==> config.mk <==
export PLATFORM = sky130hd
export DESIGN_NAME = ucrm_channel
export DESIGN_NICKNAME = d
export VERILOG_FILES = /design/src/logic/ucrm_pkg.sv /design/src/logic/ucrm_baud.sv /design/src/logic/ucrm_channel.sv
export SDC_FILE = /design/constraint.sdc
export NUM_CORES = 1
export LEC_CHECK = 0
export ABC_AREA = 1
export BUFFER_PORTS_ARGS = -buffer_cell sky130_fd_sc_hd__buf_2
export CAP_MARGIN = 0
export CELL_PAD_IN_SITES_DETAIL_PLACEMENT = 1
export CELL_PAD_IN_SITES_GLOBAL_PLACEMENT = 1
export CORE_MARGIN = 5
export CORE_UTILIZATION = 45
export CTS_CLUSTER_DIAMETER = 30
export DETAILED_ROUTE_END_ITERATION = 8
export HOLD_SLACK_MARGIN = 0.1
export PLACE_DENSITY = 0.87
export SYNTH_ARGS = -nofsm -noshare
export SYNTH_HDL_FRONTEND = slang
export SYNTH_SLANG_ARGS = --single-unit
==> constraint.sdc <==
create_clock -name clk_in -period 4.4 [get_ports clk_in]
set_input_delay 0.66 -clock clk_in [delete_from_list [all_inputs] [get_ports clk_in]]
set_output_delay 0.66 -clock clk_in [all_outputs]
set_load 0.005 [all_outputs]
==> src/logic/ucrm_pkg.sv <==
package ucrm_pkg;
  // register offsets
  localparam logic [2:0] ADDR_DATA = 3'h0;
  localparam logic [2:0] ADDR_IEN = 3'h1;
  localparam logic [2:0] ADDR_IID = 3'h2;
  localparam logic [2:0] ADDR_LCR = 3'h3;
  localparam logic [2:0] ADDR_MCR = 3'h4;
  localparam logic [2:0] ADDR_LST = 3'h5;
  localparam logic [2:0] ADDR_MST = 3'h6;
  localparam logic [2:0] ADDR_SCR = 3'h7;
  // field positions
  localparam int LCR_DIV_SEL = 7;
  localparam int FCR_ENABLE = 0;
  localparam int FCR_RX_CLR = 1;
  localparam int FCR_TX_CLR = 2;
  localparam int MCR_LOOP = 4;
  // reset values
  localparam logic [7:0] IID_RESET = 8'h01;
  localparam logic [7:0] LST_RESET = 8'h60;
  localparam logic [15:0] DIV_RESET = 16'h0001;
  // interrupt ids
  localparam logic [2:0] IID_LINE = 3'h3;
  localparam logic [2:0] IID_RXAV = 3'h2;
  localparam logic [2:0] IID_TIMEOUT = 3'h6;
  localparam logic [2:0] IID_TXEMP = 3'h1;
  localparam logic [2:0] IID_MODEM = 3'h0;
  localparam int OVERSAMPLE = 16;
endpackage : ucrm_pkg

==> src/logic/ucrm_baud.sv <==
`timescale 1ns/1ps
// divides clk_in by the 16-bit divisor, one-cycle tick per period
module ucrm_baud
  import ucrm_pkg::*;
#(
  parameter int WIDTH = 16
)
(
  input wire logic clk_in,
  input wire logic nrst_in,
  input wire logic [WIDTH-1:0] divisor_in,
  output logic tick_out
);
  typedef struct packed {
    logic [WIDTH-1:0] cnt;
    logic tick;
  } ucrm_baud_t;
  ucrm_baud_t s_q, s_d;

  always_comb
  begin
    s_d = s_q;
    s_d.tick = 1'b0;
    if (s_q.cnt + WIDTH'(1) >= divisor_in)
    begin
      s_d.cnt = '0;
      s_d.tick = 1'b1;
    end
    else
    begin
      s_d.cnt = s_q.cnt + WIDTH'(1);
    end
  end

  always_ff @(posedge clk_in or negedge nrst_in)
  begin
    if (!nrst_in)
      s_q <= '0;
    else
      s_q <= s_d;
  end

  assign tick_out = s_q.tick;
endmodule : ucrm_baud

==> src/logic/ucrm_channel.sv <==
// The strobed register port was chosen for this implementation.
`timescale 1ns/1ps
module ucrm_channel
  import ucrm_pkg::*;
(
  input wire logic clk_in,
  input wire logic nrst_in,
  input wire logic [2:0] addr_in,
  input wire logic [7:0] wdata_in,
  input wire logic wr_in,
  input wire logic rd_in,
  output logic [7:0] rdata_out,
  input wire logic legacy_mode_in,
  input wire logic rxd_in,
  input wire logic cts_n_in,
  input wire logic dsr_n_in,
  input wire logic ri_n_in,
  input wire logic dcd_n_in,
  output logic txd_out,
  output logic dtr_n_out,
  output logic rts_n_out,
  output logic irq_out
);
  import ucrm_pkg::*;

  typedef struct packed {
    logic [7:0] ien;
    logic [7:0] line_control;
    logic [4:0] modem_control;
    logic [7:0] scratch_byte;
    logic [15:0] div;
    logic fifo_en;
    logic [1:0] trig;
    logic [7:0] rdata;
    logic [7:0] rx_buf;
    logic dready;
    logic overrun;
    logic perr;
    logic ferr;
    logic brk;
    logic [7:0] transmit_holding;
    logic thr_full;
    logic holding_empty_irq;
    logic [3:0] mdelta;
    logic [3:0] mlev_prev;
    logic [10:0] tx_sh;
    logic [3:0] tx_bits;
    logic [3:0] tx_sub;
    logic tx_busy;
    logic rx_busy;
    logic [3:0] rx_sub;
    logic [3:0] rx_bits;
    logic [9:0] rx_sh;
    logic [1:0] rx_sync;
    logic [7:0] mod_sync1;
    logic [3:0] mod_sync2;
  } ucrm_chan_t;

  ucrm_chan_t s_q, s_d;
  logic tick;
  logic divsel;
  logic [7:0] lst;
  logic [7:0] mst;
  logic [7:0] iid;
  logic [3:0] mlev;
  logic rxd_eff;
  logic [3:0] data_bits;
  logic [3:0] tx_total;
  logic par_bit;
  logic [2:0] id;
  logic pend;
  logic [3:0] mev;
  logic [7:0] rx_word;

  ucrm_baud #(.WIDTH(16)) u_baud (
    .clk_in(clk_in),
    .nrst_in(nrst_in),
    .divisor_in(s_q.div),
    .tick_out(tick)
  );

  // ----------------------------------------------------------------
  // status composition
  // ----------------------------------------------------------------
  assign divsel = s_q.line_control[LCR_DIV_SEL];
  assign data_bits = 4'(5 + s_q.line_control[1:0]);
  assign mlev = s_q.modem_control[MCR_LOOP] ? {s_q.modem_control[3], s_q.modem_control[2], s_q.modem_control[0], s_q.modem_control[1]}
                                  : ~{s_q.mod_sync2[0], s_q.mod_sync2[1], s_q.mod_sync2[2], s_q.mod_sync2[3]};
  assign rxd_eff = s_q.modem_control[MCR_LOOP] ? 1'b1 : s_q.rx_sync[1];
  // modem events of this cycle, kept apart so that they win over a read clear
  assign mev = {mlev[3] ^ s_q.mlev_prev[3], s_q.mlev_prev[2] & !mlev[2], mlev[1] ^ s_q.mlev_prev[1],
                mlev[0] ^ s_q.mlev_prev[0]};
  // received character sits at the top of rx_sh, or just below the parity sample; the stop sample is not shifted in yet
  assign rx_word = 8'(s_q.rx_sh >> (4'ha - {3'h0, s_q.line_control[3]} - data_bits)) & (8'hff >> (8 - data_bits));

  always_comb
  begin
    lst = 8'h00;
    lst[0] = s_q.dready;
    lst[1] = s_q.overrun;
    lst[2] = s_q.perr;
    lst[3] = s_q.ferr;
    lst[4] = s_q.brk;
    lst[5] = !s_q.thr_full;
    // transmitter idle: legacy mode looks only at the shift register
    lst[6] = legacy_mode_in ? !s_q.tx_busy : (!s_q.tx_busy && !s_q.thr_full);
    lst[7] = s_q.fifo_en && (s_q.perr || s_q.ferr || s_q.brk);
  end

  assign mst = {mlev, s_q.mdelta};

  always_comb
  begin
    pend = 1'b1;
    id = IID_MODEM;
    if (s_q.ien[2] && (s_q.overrun || s_q.perr || s_q.ferr || s_q.brk))
      id = IID_LINE;
    else if (s_q.ien[0] && s_q.dready)
      id = IID_RXAV;
    else if (s_q.ien[1] && s_q.holding_empty_irq)
      id = IID_TXEMP;
    else if (s_q.ien[3] && (s_q.mdelta != 4'h0))
      id = IID_MODEM;
    else
      pend = 1'b0;
    iid = {{2{s_q.fifo_en}}, 2'b00, s_q.fifo_en & id[2], id[1:0], !pend};
  end

  // ----------------------------------------------------------------
  // next state
  // ----------------------------------------------------------------
  always_comb
  begin
    s_d = s_q;
    s_d.rx_sync = {s_q.rx_sync[0], rxd_in};
    s_d.mod_sync1 = {4'h0, cts_n_in, dsr_n_in, ri_n_in, dcd_n_in};
    s_d.mod_sync2 = s_q.mod_sync1[3:0];
    s_d.mlev_prev = mlev;
    s_d.mdelta = s_q.mdelta | mev;
    s_d.rdata = 8'h00;

    // read side effects and data; clears happen before new events below
    if (rd_in)
    begin
      unique case (addr_in)
        ADDR_DATA:
        begin
          s_d.rdata = divsel ? s_q.div[7:0] : s_q.rx_buf;
          if (!divsel)
            s_d.dready = 1'b0;
        end
        ADDR_IEN: s_d.rdata = divsel ? s_q.div[15:8] : {4'h0, s_q.ien[3:0]};
        ADDR_IID:
        begin
          s_d.rdata = iid;
          if (id == IID_TXEMP && pend)
            s_d.holding_empty_irq = 1'b0;
        end
        ADDR_LCR: s_d.rdata = s_q.line_control;
        ADDR_MCR: s_d.rdata = {3'h0, s_q.modem_control};
        ADDR_LST:
        begin
          s_d.rdata = lst;
          s_d.overrun = 1'b0;
          s_d.perr = 1'b0;
          s_d.ferr = 1'b0;
          s_d.brk = 1'b0;
        end
        ADDR_MST:
        begin
          s_d.rdata = mst;
          s_d.mdelta = mev;
        end
        ADDR_SCR: s_d.rdata = legacy_mode_in ? 8'h00 : s_q.scratch_byte;
      endcase
    end

    if (wr_in)
    begin
      unique case (addr_in)
        ADDR_DATA:
        begin
          if (divsel)
            s_d.div[7:0] = wdata_in;
          else
          begin
            s_d.transmit_holding = wdata_in;
            s_d.thr_full = 1'b1;
            s_d.holding_empty_irq = 1'b0;
          end
        end
        ADDR_IEN:
        begin
          if (divsel)
            s_d.div[15:8] = wdata_in;
          else
            s_d.ien = {4'h0, wdata_in[3:0]};
        end
        ADDR_IID:
        begin
          // dma select bit 3 is deliberately not stored
          s_d.fifo_en = wdata_in[FCR_ENABLE];
          s_d.trig = wdata_in[7:6];
          if (wdata_in[FCR_RX_CLR])
            s_d.dready = 1'b0;
          if (wdata_in[FCR_TX_CLR])
            s_d.thr_full = 1'b0;
        end
        ADDR_LCR: s_d.line_control = wdata_in;
        ADDR_MCR: s_d.modem_control = wdata_in[4:0];
        ADDR_SCR:
        begin
          if (!legacy_mode_in)
            s_d.scratch_byte = wdata_in;
        end
        default: ;
      endcase
    end

    // transmitter: start, data lsb first, parity, stop
    tx_total = 4'(1 + data_bits + {3'h0, s_q.line_control[3]} + 4'(1 + s_q.line_control[2]));
    par_bit = s_q.line_control[5] ? !s_q.line_control[4] : (^(s_q.transmit_holding & (8'hff >> (8 - data_bits))) ^ !s_q.line_control[4]);
    if (tick)
    begin
      if (!s_q.tx_busy && s_q.thr_full)
      begin
        s_d.tx_busy = 1'b1;
        s_d.tx_sub = 4'h0;
        s_d.tx_bits = 4'h0;
        // bits above the word length go out as stop level
        s_d.tx_sh = {1'b1, 1'b1, s_q.transmit_holding | ~(8'hff >> (8 - data_bits)), 1'b0};
        if (s_q.line_control[3])
          s_d.tx_sh[data_bits + 1] = par_bit;
        s_d.thr_full = 1'b0;
        s_d.holding_empty_irq = 1'b1;
      end
      else if (s_q.tx_busy)
      begin
        s_d.tx_sub = s_q.tx_sub + 4'h1;
        if (s_q.tx_sub == 4'(OVERSAMPLE - 1))
        begin
          s_d.tx_sh = {1'b1, s_q.tx_sh[10:1]};
          s_d.tx_bits = s_q.tx_bits + 4'h1;
          if (s_q.tx_bits + 4'h1 == tx_total)
            s_d.tx_busy = 1'b0;
        end
      end
    end

    // receiver: centre sampled, lsb first
    if (tick)
    begin
      if (!s_q.rx_busy)
      begin
        if (!rxd_eff)
        begin
          s_d.rx_busy = 1'b1;
          s_d.rx_sub = 4'h0;
          s_d.rx_bits = 4'h0;
        end
      end
      else
      begin
        s_d.rx_sub = s_q.rx_sub + 4'h1;
        if (s_q.rx_sub == 4'(OVERSAMPLE / 2 - 1))
        begin
          s_d.rx_sh = {rxd_eff, s_q.rx_sh[9:1]};
          s_d.rx_bits = s_q.rx_bits + 4'h1;
          if (s_q.rx_bits == 4'h0 && rxd_eff)
            s_d.rx_busy = 1'b0;
          else if (s_q.rx_bits == data_bits + {3'h0, s_q.line_control[3]} + 4'h1)
          begin
            s_d.rx_busy = 1'b0;
            s_d.rx_buf = rx_word;
            s_d.dready = 1'b1;
            s_d.overrun = s_q.overrun | s_q.dready;
            s_d.ferr = s_q.ferr | !rxd_eff;
            s_d.brk = s_q.brk | (!rxd_eff && rx_word == 8'h00);
          end
        end
      end
    end
  end

  always_ff @(posedge clk_in or negedge nrst_in)
  begin
    if (!nrst_in)
    begin
      s_q <= '0;
      s_q.div <= DIV_RESET;
      s_q.tx_sh <= '1;
      s_q.rx_sync <= 2'b11;
      s_q.mod_sync1 <= 8'hff;
      s_q.mod_sync2 <= 4'hf;
    end
    else
      s_q <= s_d;
  end

  assign rdata_out = s_q.rdata;
  assign txd_out = s_q.modem_control[MCR_LOOP] ? 1'b1 : (s_q.line_control[6] ? 1'b0 : s_q.tx_sh[0]);
  assign dtr_n_out = !s_q.modem_control[0] | s_q.modem_control[MCR_LOOP];
  assign rts_n_out = !s_q.modem_control[1] | s_q.modem_control[MCR_LOOP];
  assign irq_out = pend;

  // ----------------------------------------------------------------
  // checks
  // ----------------------------------------------------------------
  a_ien_upper_zero: assert property (@(posedge clk_in) disable iff (!nrst_in)
    rd_in && addr_in == ADDR_IEN && !divsel |=> rdata_out[7:4] == 4'h0)
    else $error("ien upper bits not zero");
  a_iid_nofifo: assert property (@(posedge clk_in) disable iff (!nrst_in)
    rd_in && addr_in == ADDR_IID && !s_q.fifo_en |=> rdata_out[7:6] == 2'b00 && rdata_out[3] == 1'b0)
    else $error("fifo bits set without fifo");
  a_div_low_read: assert property (@(posedge clk_in) disable iff (!nrst_in)
    rd_in && addr_in == ADDR_DATA && divsel |=> rdata_out == $past(s_q.div[7:0]))
    else $error("divisor low read wrong");
  a_thr_load: assert property (@(posedge clk_in) disable iff (!nrst_in)
    wr_in && addr_in == ADDR_DATA && !divsel |=> s_q.transmit_holding == $past(wdata_in))
    else $error("holding register not loaded");
  a_scr_legacy: assert property (@(posedge clk_in) disable iff (!nrst_in)
    rd_in && addr_in == ADDR_SCR && legacy_mode_in |=> rdata_out == 8'h00)
    else $error("scratch visible in legacy mode");
  a_mcr_upper: assert property (@(posedge clk_in) disable iff (!nrst_in)
    rd_in && addr_in == ADDR_MCR |=> rdata_out[7:5] == 3'h0)
    else $error("modem control upper bits set");
  a_rx_read: assert property (@(posedge clk_in) disable iff (!nrst_in)
    rd_in && addr_in == ADDR_DATA && !divsel |=> rdata_out == $past(s_q.rx_buf) && !s_q.dready)
    else $error("receive read wrong");
  a_legacy_idle: assert property (@(posedge clk_in) disable iff (!nrst_in)
    legacy_mode_in && !s_q.tx_busy |-> lst[6])
    else $error("idle flag wrong in legacy mode");
endmodule : ucrm_channel

# ---- Word level (Yosys, flattened, before mapping)
# Index checks and enable logic that the tools add are counted.
dict set report word_totals {
  in_bits 21
  register_bits 146
  word_cells 191
}
dict set report classes {
  reduce_logical 43
  n_lt_le_gt_ge 3
  add_sub_neg 15
  shift 2
  mux 63
  eq_ne 14
  bitwise 20
}
# operator n
set ops {}
lappend ops {{$pmux 8 s8} 1}
lappend ops {{$mux 20} 2}
lappend ops {{$mux 2} 16}
lappend ops {{$mux 8} 4}
lappend ops {{$shr 8x32->8 const A} 1}
lappend ops {{$mux 1} 26}
lappend ops {{$reduce_and 3->1} 8}
lappend ops {{$add 4x1->4 const B} 5}
lappend ops {{$mux 9} 2}
lappend ops {{$add 16x1->16 const B} 1}
lappend ops {{$and 8x8->8} 2}
lappend ops {{$ge 16x16->1} 1}
lappend ops {{$mux 16} 1}
lappend ops {{$mux 15} 1}
lappend ops {{$mux 14} 1}
lappend ops {{$eq 3x3->1 const B} 4}
lappend ops {{$mux 4} 3}
lappend ops {{$bwmux 11} 1}
lappend ops {{$logic_and 1x1->1} 11}
lappend ops {{$mux 11} 1}
lappend ops {{$mux 5} 2}
lappend ops {{$reduce_and 2->1} 5}
lappend ops {{$shr 10x4->8} 1}
lappend ops {{$add 4x1->4} 2}
lappend ops {{other kinds (36)} 58}

# ---- Longest topological paths before layout
# Gate-level depths: netlist (run 1).
dict set report logic_depth {
  word_depth 15
  depth_mapped 18
}

# ---- Hierarchy
# A second synthesis (run 1) with hierarchy kept.
dict set report hier_totals {
  cells_unflattened 1024
  area_unflattened_um2 8145.3
}
# mod cells_per_inst area_per_inst_um2 n_inst
set modules_own_cells {}
lappend modules_own_cells {ucrm_channel 821 6756.5 1}
lappend modules_own_cells {ucrm_baud 203 1388.8 1}

# ---- Least setup slack after synthesis (run 1)
# Ideal clock, no wire load.
dict set report synth_path {
  path_kind {reg2reg}
  startpoint {register u_baud.s_q[1] (netlist bit)}
  endpoint {register u_baud.s_q[11] (netlist bit)}
  path_buffers 1
  path_stages_with_launch 18
  t_arrival_ns 2.533
  setup_time_ns 0.125
  synth_period_minus_slack_ns 2.659
  slack_ns 1.741
  cell_sequence {dfrtp_1 ha_1 nand2_2 nor3_2 nand2_1 nor2_2 nand2_1 nor2_1 nand3_1 xor2_1 inv_1 ha_1 nand3_1 nor3_1 nand3_1 nand3_1 buf_2 nor2_1}
}
# item line_no
set synth_rtl {}
lappend synth_rtl {{from (decl)} ucrm_baud.sv:18} ;# ucrm_baud_t s_q, s_d;
lappend synth_rtl {{from (signal assigned)} ucrm_baud.sv:38} ;# s_q <= '0;
lappend synth_rtl {{from (signal assigned)} ucrm_baud.sv:40} ;# s_q <= s_d;

==> impl_metrics.ini, run 1 <==
[clock_tree]
cts.repair.resized = 0
cts_tree = done
ctsHoldBuffers = 0
clockBufferDepth = 2
htree_num_levels = 4
clock_latency_ns = 0.43
clockRootBuffer = clkbuf_16
cts_sinks = 146
cts_buffers = 17
post_cts.repair.setup_buffers = 0
cts.clk_slew.worst_paths_ns = 0.06

[setup_path]
cp.arrival_ns = 3.60
cp.required_ns = 4.73
reg2reg_setup_slack_ns = 1.13
crit_path_end_kind = flop
worstPathMaxFanout = 17
start_kind = flop
crit_type = reg2reg

[synthesis]
synth-seq-cells = 146
synth.most_common_cell = nand2_1
yosysTopAreaCellShare_pct = 39.2
synth-async-reset-ratio_pct = 100
synth_fp_nets = 1043
synth-compound-area-share_pct = 14.8
synthMuxAreaShare_pct = 0.253
yosysTopAreaCell = dfrtp_1
netlist_instances = 987
synthAdderAreaFrac_pct = 5.73
avgSynthCellArea_sq_um = 8.02
synth_area_sq_um = 7910
yosys_warnings = 0
netlist_top_cells_count = nand2_1, inv_1, dfrtp_1
synth-xor-area-share_pct = 1.99
synth_cell_type_count = 54
synth_enable_flop_cells = 0
ys_seq_area_share_pct = 46.5
synth.area.top_cells = dfrtp_1, nand2_1, dfstp_2, o21ai_0, inv_1
synth_ff_type = dfrtp_1
synthSimpleGateAreaFrac_pct = 22.4
synth_top_family_by_area = simple AND/OR/NAND/NOR gates

[sta]
tns_ns = 0
whs_ns = 0.236
clock.fmax_ghz = 0.306
fin_crit_sh_pct = 74.3
fin_crit_ns = 3.27
hold_viol = 0
rsz0062_at_grt = false
slew_headroom_pct = 47.7
setup_viol = 0
clock-skew-final_ns = 0.00866
drv_slew = 0
worst_slew_pin_slew_ns = 0.785

[floorplan]
fp.dieW_um = 143
core_area_sq_um = 17300
ios = 33
row_count = 48
die_area_sq_um = 20300
die_h_um = 143
initial_utilization_pct = 45.7

[placed_design]
gp_congestion = 0.903
dp_hpwl_mm = 16.4
port_buffers = 32

[drt]
postRouteAntennaNets = 0
post_drt_wl_per_cell_um = 18.5
wl_mm = 23.1
drt_iter0_drc = 501
first_pass_iters = 5
viasPerCell = 5.48
num_vias = 6851
drcViolationCount = 0

[cells_and_area]
antenna_cells = 0
layout-drive-gt1-share_pct = 11.5
finalNetCount = 1069
fillCellCount = 2133
area_growth_pct = 11.0

[flow_run]
maxCapViolations = 0

[global_routing]
first_global_vias = 7281
grt_max_degree = 68
grt.overflow.total = 0
grt_use_total_pct = 23.8
antenna_found_initial = 0
grt_pass1_wl_mm = 37.9

[power]
ir_drop_mv = 0.263
powerDensity_nw_per_um2 = 536
p_leak_nw = 4.36

[worst_hold_path]
hp-class = in2async

[status]
outcome = completed
==> state kept, by name, summed over array words and instances, names as in the netlist <==
| name | cells |
|---|---|
| s_q | 106 |
| u_baud.s_q | 16 |
| rdata_out | 8 |
| s_d | 5 |
| lst | 4 |
| mst | 4 |
| divsel | 1 |
| iid | 1 |
| u_baud.tick_out | 1 |
==> cells in the final DEF, fill, tap and decap left out, types with 3 or more instances in the layout <==
cell / netlist / layout
o21a_1: 4 / 4
dfstp_2: 22 / 22
nand4_1: 5 / 5
clkinv_4: 0 / 5
inv_1: 127 / 127
nand3_2: 4 / 4
nor2_1: 79 / 79
o21bai_1: 3 / 3
dfrtp_1: 124 / 124
o21ai_0: 107 / 107
nor3_1: 6 / 6
nor2_2: 4 / 4
nand2_2: 4 / 4
o21ai_1: 8 / 8
nand2_1: 255 / 255
nand3_1: 38 / 38
clkinv_2: 1 / 3
clkbuf_16: 0 / 17
a21oi_1: 53 / 53
o22ai_1: 4 / 4
ha_1: 33 / 33
or2_2: 4 / 4
a221oi_1: 4 / 4
o211ai_1: 7 / 7
nor2_4: 3 / 3
xor2_1: 15 / 15
xnor2_1: 3 / 3
a211oi_1: 4 / 4
buf_2: 6 / 31
inv_2: 6 / 6
a22oi_1: 3 / 3
==> metrics by stage <==
stage          cells  power, mW  util [%]  setup slack [ns]  area (sq um)
3_3_place_gp    1219       3.17      47.5              1.32          8220
2_1_floorplan    987       2.84         -              1.74          7910
5_1_grt         1250       5.00      50.8             0.768          8780
4_1_cts         1250       4.72      50.8              1.12          8780
6_report        1250       4.71      50.8              1.13          8780
3_5_place_dp    1219       3.28      47.5              1.18          8220
==> final timing paths <==
check	start	endpoint	cells after the start
worst min-delay path	nrst_in	s_q[30]	1
worst max-delay path	u_baud.s_q[1]	u_baud.s_q[15]	16
worst min register to register	s_d[0]	s_q[0]	0
min in group clk_in	ri_n_in	s_d[1]	1
worst max register to register	u_baud.s_q[1]	u_baud.s_q[15]	16
max in group asynchronous	nrst_in	u_baud.s_q[15]	2
==> report_power, final <==
group          internal, mW  switching [mW]
clock                 0.807           0.590
sequential             1.66           0.266
combinational         0.475           0.904
total                  2.95            1.76
==> per-layer routing <==
metal  global-route usage, %  up-vias  wire [um]
met1                    30.1     3391      10200
met3                    4.30       46        953
li1                        -     3242          -
met2                    40.6      172      11300
met4                    8.80        0        642
met5                       0        -          0
==> kinds of logic (layout without fill, tap and decap cells) <==
logic type	Yosys count	in the layout
xor gates and xnor gates	18	18
buffers and inverters	162	200
and+or+nand+nor	414	414
adders and majority gates	35	35
muxes	2	2
AOI/OAI and AO/OA	210	210
DFF	146	146
==> layout make-up <==
cell class	instances	area, sq um	area share (%)
multi-input combinational	679	3570	40.6
tap	225	282	3.21
timing repair buffer	34	181	2.07
clock inverter	11	108	1.23
sequential	146	3680	41.9
clock buffer	20	457	5.20
inverter	135	508	5.78
==> critical path, stage by stage (launching register included) <==
cell and delay [ns]:
dfrtp_1 0.41, ha_1 0.21, nand2_2 0.08, nor3_2 0.18, nand2_1 0.11, nor2_2 0.14, nand2_1 0.09, nor2_1 0.10
nand3_1 0.09, xor2_1 0.19, inv_1 0.08, ha_1 0.19, a21oi_1 0.16, o21ai_0 0.11, a21oi_1 0.14, nand3_1 0.52
nor2b_1 0.36
Power figures use the tool's default switching activity.
==> inputs of run 2 (changes only) <==
==> constraint.sdc (replaced) <==
create_clock -name clk_in -period 3.35 [get_ports clk_in]
set_input_delay 0.5025 -clock clk_in [delete_from_list [all_inputs] [get_ports clk_in]]
set_output_delay 0.5025 -clock clk_in [all_outputs]
set_load 0.005 [all_outputs]
==> impl_metrics.ini, run 2 (synthesized netlist as in run 1, its figures left out) <==
[status]
outcome = completed

[global_routing]
antenna_found_initial = 0
grt.overflow.total = 0
grt_use_total_pct = 23.9
grt_max_degree = 54
grt_pass1_wl_mm = 38.2
first_global_vias = 7289

[sta]
setup_viol = 0
hold_viol = 0
worst_slew_pin_slew_ns = 0.773
slew_headroom_pct = 48.5
tns_ns = 0
rsz0062_at_grt = false
clock-skew-final_ns = 0.0124
fin_crit_sh_pct = 89.7
fin_crit_ns = 3.00
clock.fmax_ghz = 0.333
drv_slew = 0

[setup_path]
crit_buf_inv = 2
crit_type = reg2reg
cpMostUsedCell = nand3_1
reg2reg_depth = 17
crit_family = simple AND/OR/NAND/NOR gates
cp.arrival_ns = 3.32
crit_path_end_kind = flop
reg2reg_from = u_baud.s_q[1]
start_kind = flop
rr_endpoint = u_baud.s_q[11]
cp.required_ns = 3.66
worstPathCellList = ha_1 -> nand2_2 -> nor3_2 -> nand2_1 -> nor2_2 -> nand2_1 -> nor2_1 -> nand3_1 -> xor2_1 -> inv_1 -> ha_1 -> nand3_1 -> nor3_1 -> nand3_1 -> nand3_1 -> buf_4 -> nor2_1
reg2reg_setup_slack_ns = 0.35
crit_path_max_incr_delay_ns = 0.42
worstPathMaxFanout = 17
crit_path_top_delay_cell = dfrtp_1

[cells_and_area]
layout-drive-gt1-share_pct = 11.8
final_util_pct = 51.2
stdcell_count = 1254
fillCellCount = 2125
layout.cells.most_common = nand2_1
largest-register = s_q
largest_reg_flops = 106
finalNetCount = 1072
antenna_cells = 0
area_growth_pct = 12.0
final_cell_mix = nand2_1, inv_1, dfrtp_1, o21ai_0, nor2_1

[worst_hold_path]
hp-class = in2reg
hold_path_end = s_d[13]
hold_depth = 1
hp-start = rxd_in

[placed_design]
dp.cells = 1221
dp_hpwl_mm = 16.9
gp_congestion = 0.924
port_buffers = 32

[drt]
viasPerCell = 5.45
wl_mm = 23.1
drcViolationCount = 0
num_vias = 6835
post_drt_wl_per_cell_um = 18.5
drt_iter0_drc = 522
postRouteAntennaNets = 0
first_pass_iters = 5

[power]
p_total_mw = 6.35
ir_drop_mv = 0.408
powerDensity_nw_per_um2 = 716
p_leak_nw = 4.40

[clock_tree]
htree_num_levels = 4
cts_buffers = 17
clock_latency_ns = 0.44
clockBufferDepth = 2
cts.clk_slew.worst_paths_ns = 0.06
cts_tree = done
clockRootBuffer = clkbuf_16
cts_sinks = 146

[flow_run]
maxCapViolations = 0

[floorplan]
die_area_sq_um = 20300
die_h_um = 143
fp.dieW_um = 143
core_area_sq_um = 17300
ios = 33
initial_utilization_pct = 45.7
row_count = 48
## run 2: cell types whose count changed in the layout (fill, tap and decap cells not counted), sizes merged
cell	previous run	this run
clkinvlp	2	1
clkbuf	20	19
buf	34	36
clkinv	9	6
bufinv	1	3
dlygate4sd3	0	1
inv	134	138
## run 2: per-stage QoR
stage	worst slack (ns)	hold slack (ns)	instance area (sq um)
final	0.346	0.161	8860
after global routing	0.0147	0.149	8860
after CTS	0.337	0.143	8860
after detailed placement	0.362	0.350	8230
after global placement	0.622	0.347	8230
after floorplan	0.691	0.207	7910
## run 2: cell type report
cell class	count	area, sq um	area share, %
clock buffer	19	443	5.00
tap	225	282	3.18
clock inverter	13	175	1.98
inverter	135	508	5.73
timing repair buffer	37	206	2.33
sequential	146	3680	41.5
multi-input combinational	679	3570	40.3
## run 2: worst max-delay path by stage
stage	cells past startpoint	slack, ns	to	startpoint
after floorplan	17	0.69	u_baud.s_q[11]	u_baud.s_q[1]
after global placement	13	0.62	s_q[33]	s_q[124]
after detailed placement	13	0.36	s_q[33]	s_q[124]
after CTS	17	0.34	u_baud.s_q[6]	u_baud.s_q[1]
after global routing	17	0.01	u_baud.s_q[11]	u_baud.s_q[1]
final	17	0.35	u_baud.s_q[11]	u_baud.s_q[1]
## run 2: repair_timing
item / in CTS / in global routing
hold endpoints to repair: 48 / 0
gates resized for setup: 0 / 0
hold buffers: 1 / 0
buffers inserted: 0 / 0
## run 2: report_power, final
part | internal (mW) | total, mW | switching, mW
clock | 1.21 | 2.02 | 0.813
sequential | 2.18 | 2.54 | 0.353
combinational | 0.625 | 1.79 | 1.16
total | 4.02 | 6.35 | 2.33
## run 2: per-layer routing
layer,GRT usage (%),wire length [um],up-vias,share of wire [%]
li1,-,-,3245,-
met1,30.2,9940,3351,43
met2,39.5,11200,181,48
met3,5.34,1210,58,5.2
met4,10.4,804,0,3.5
met5,0,0,-,0
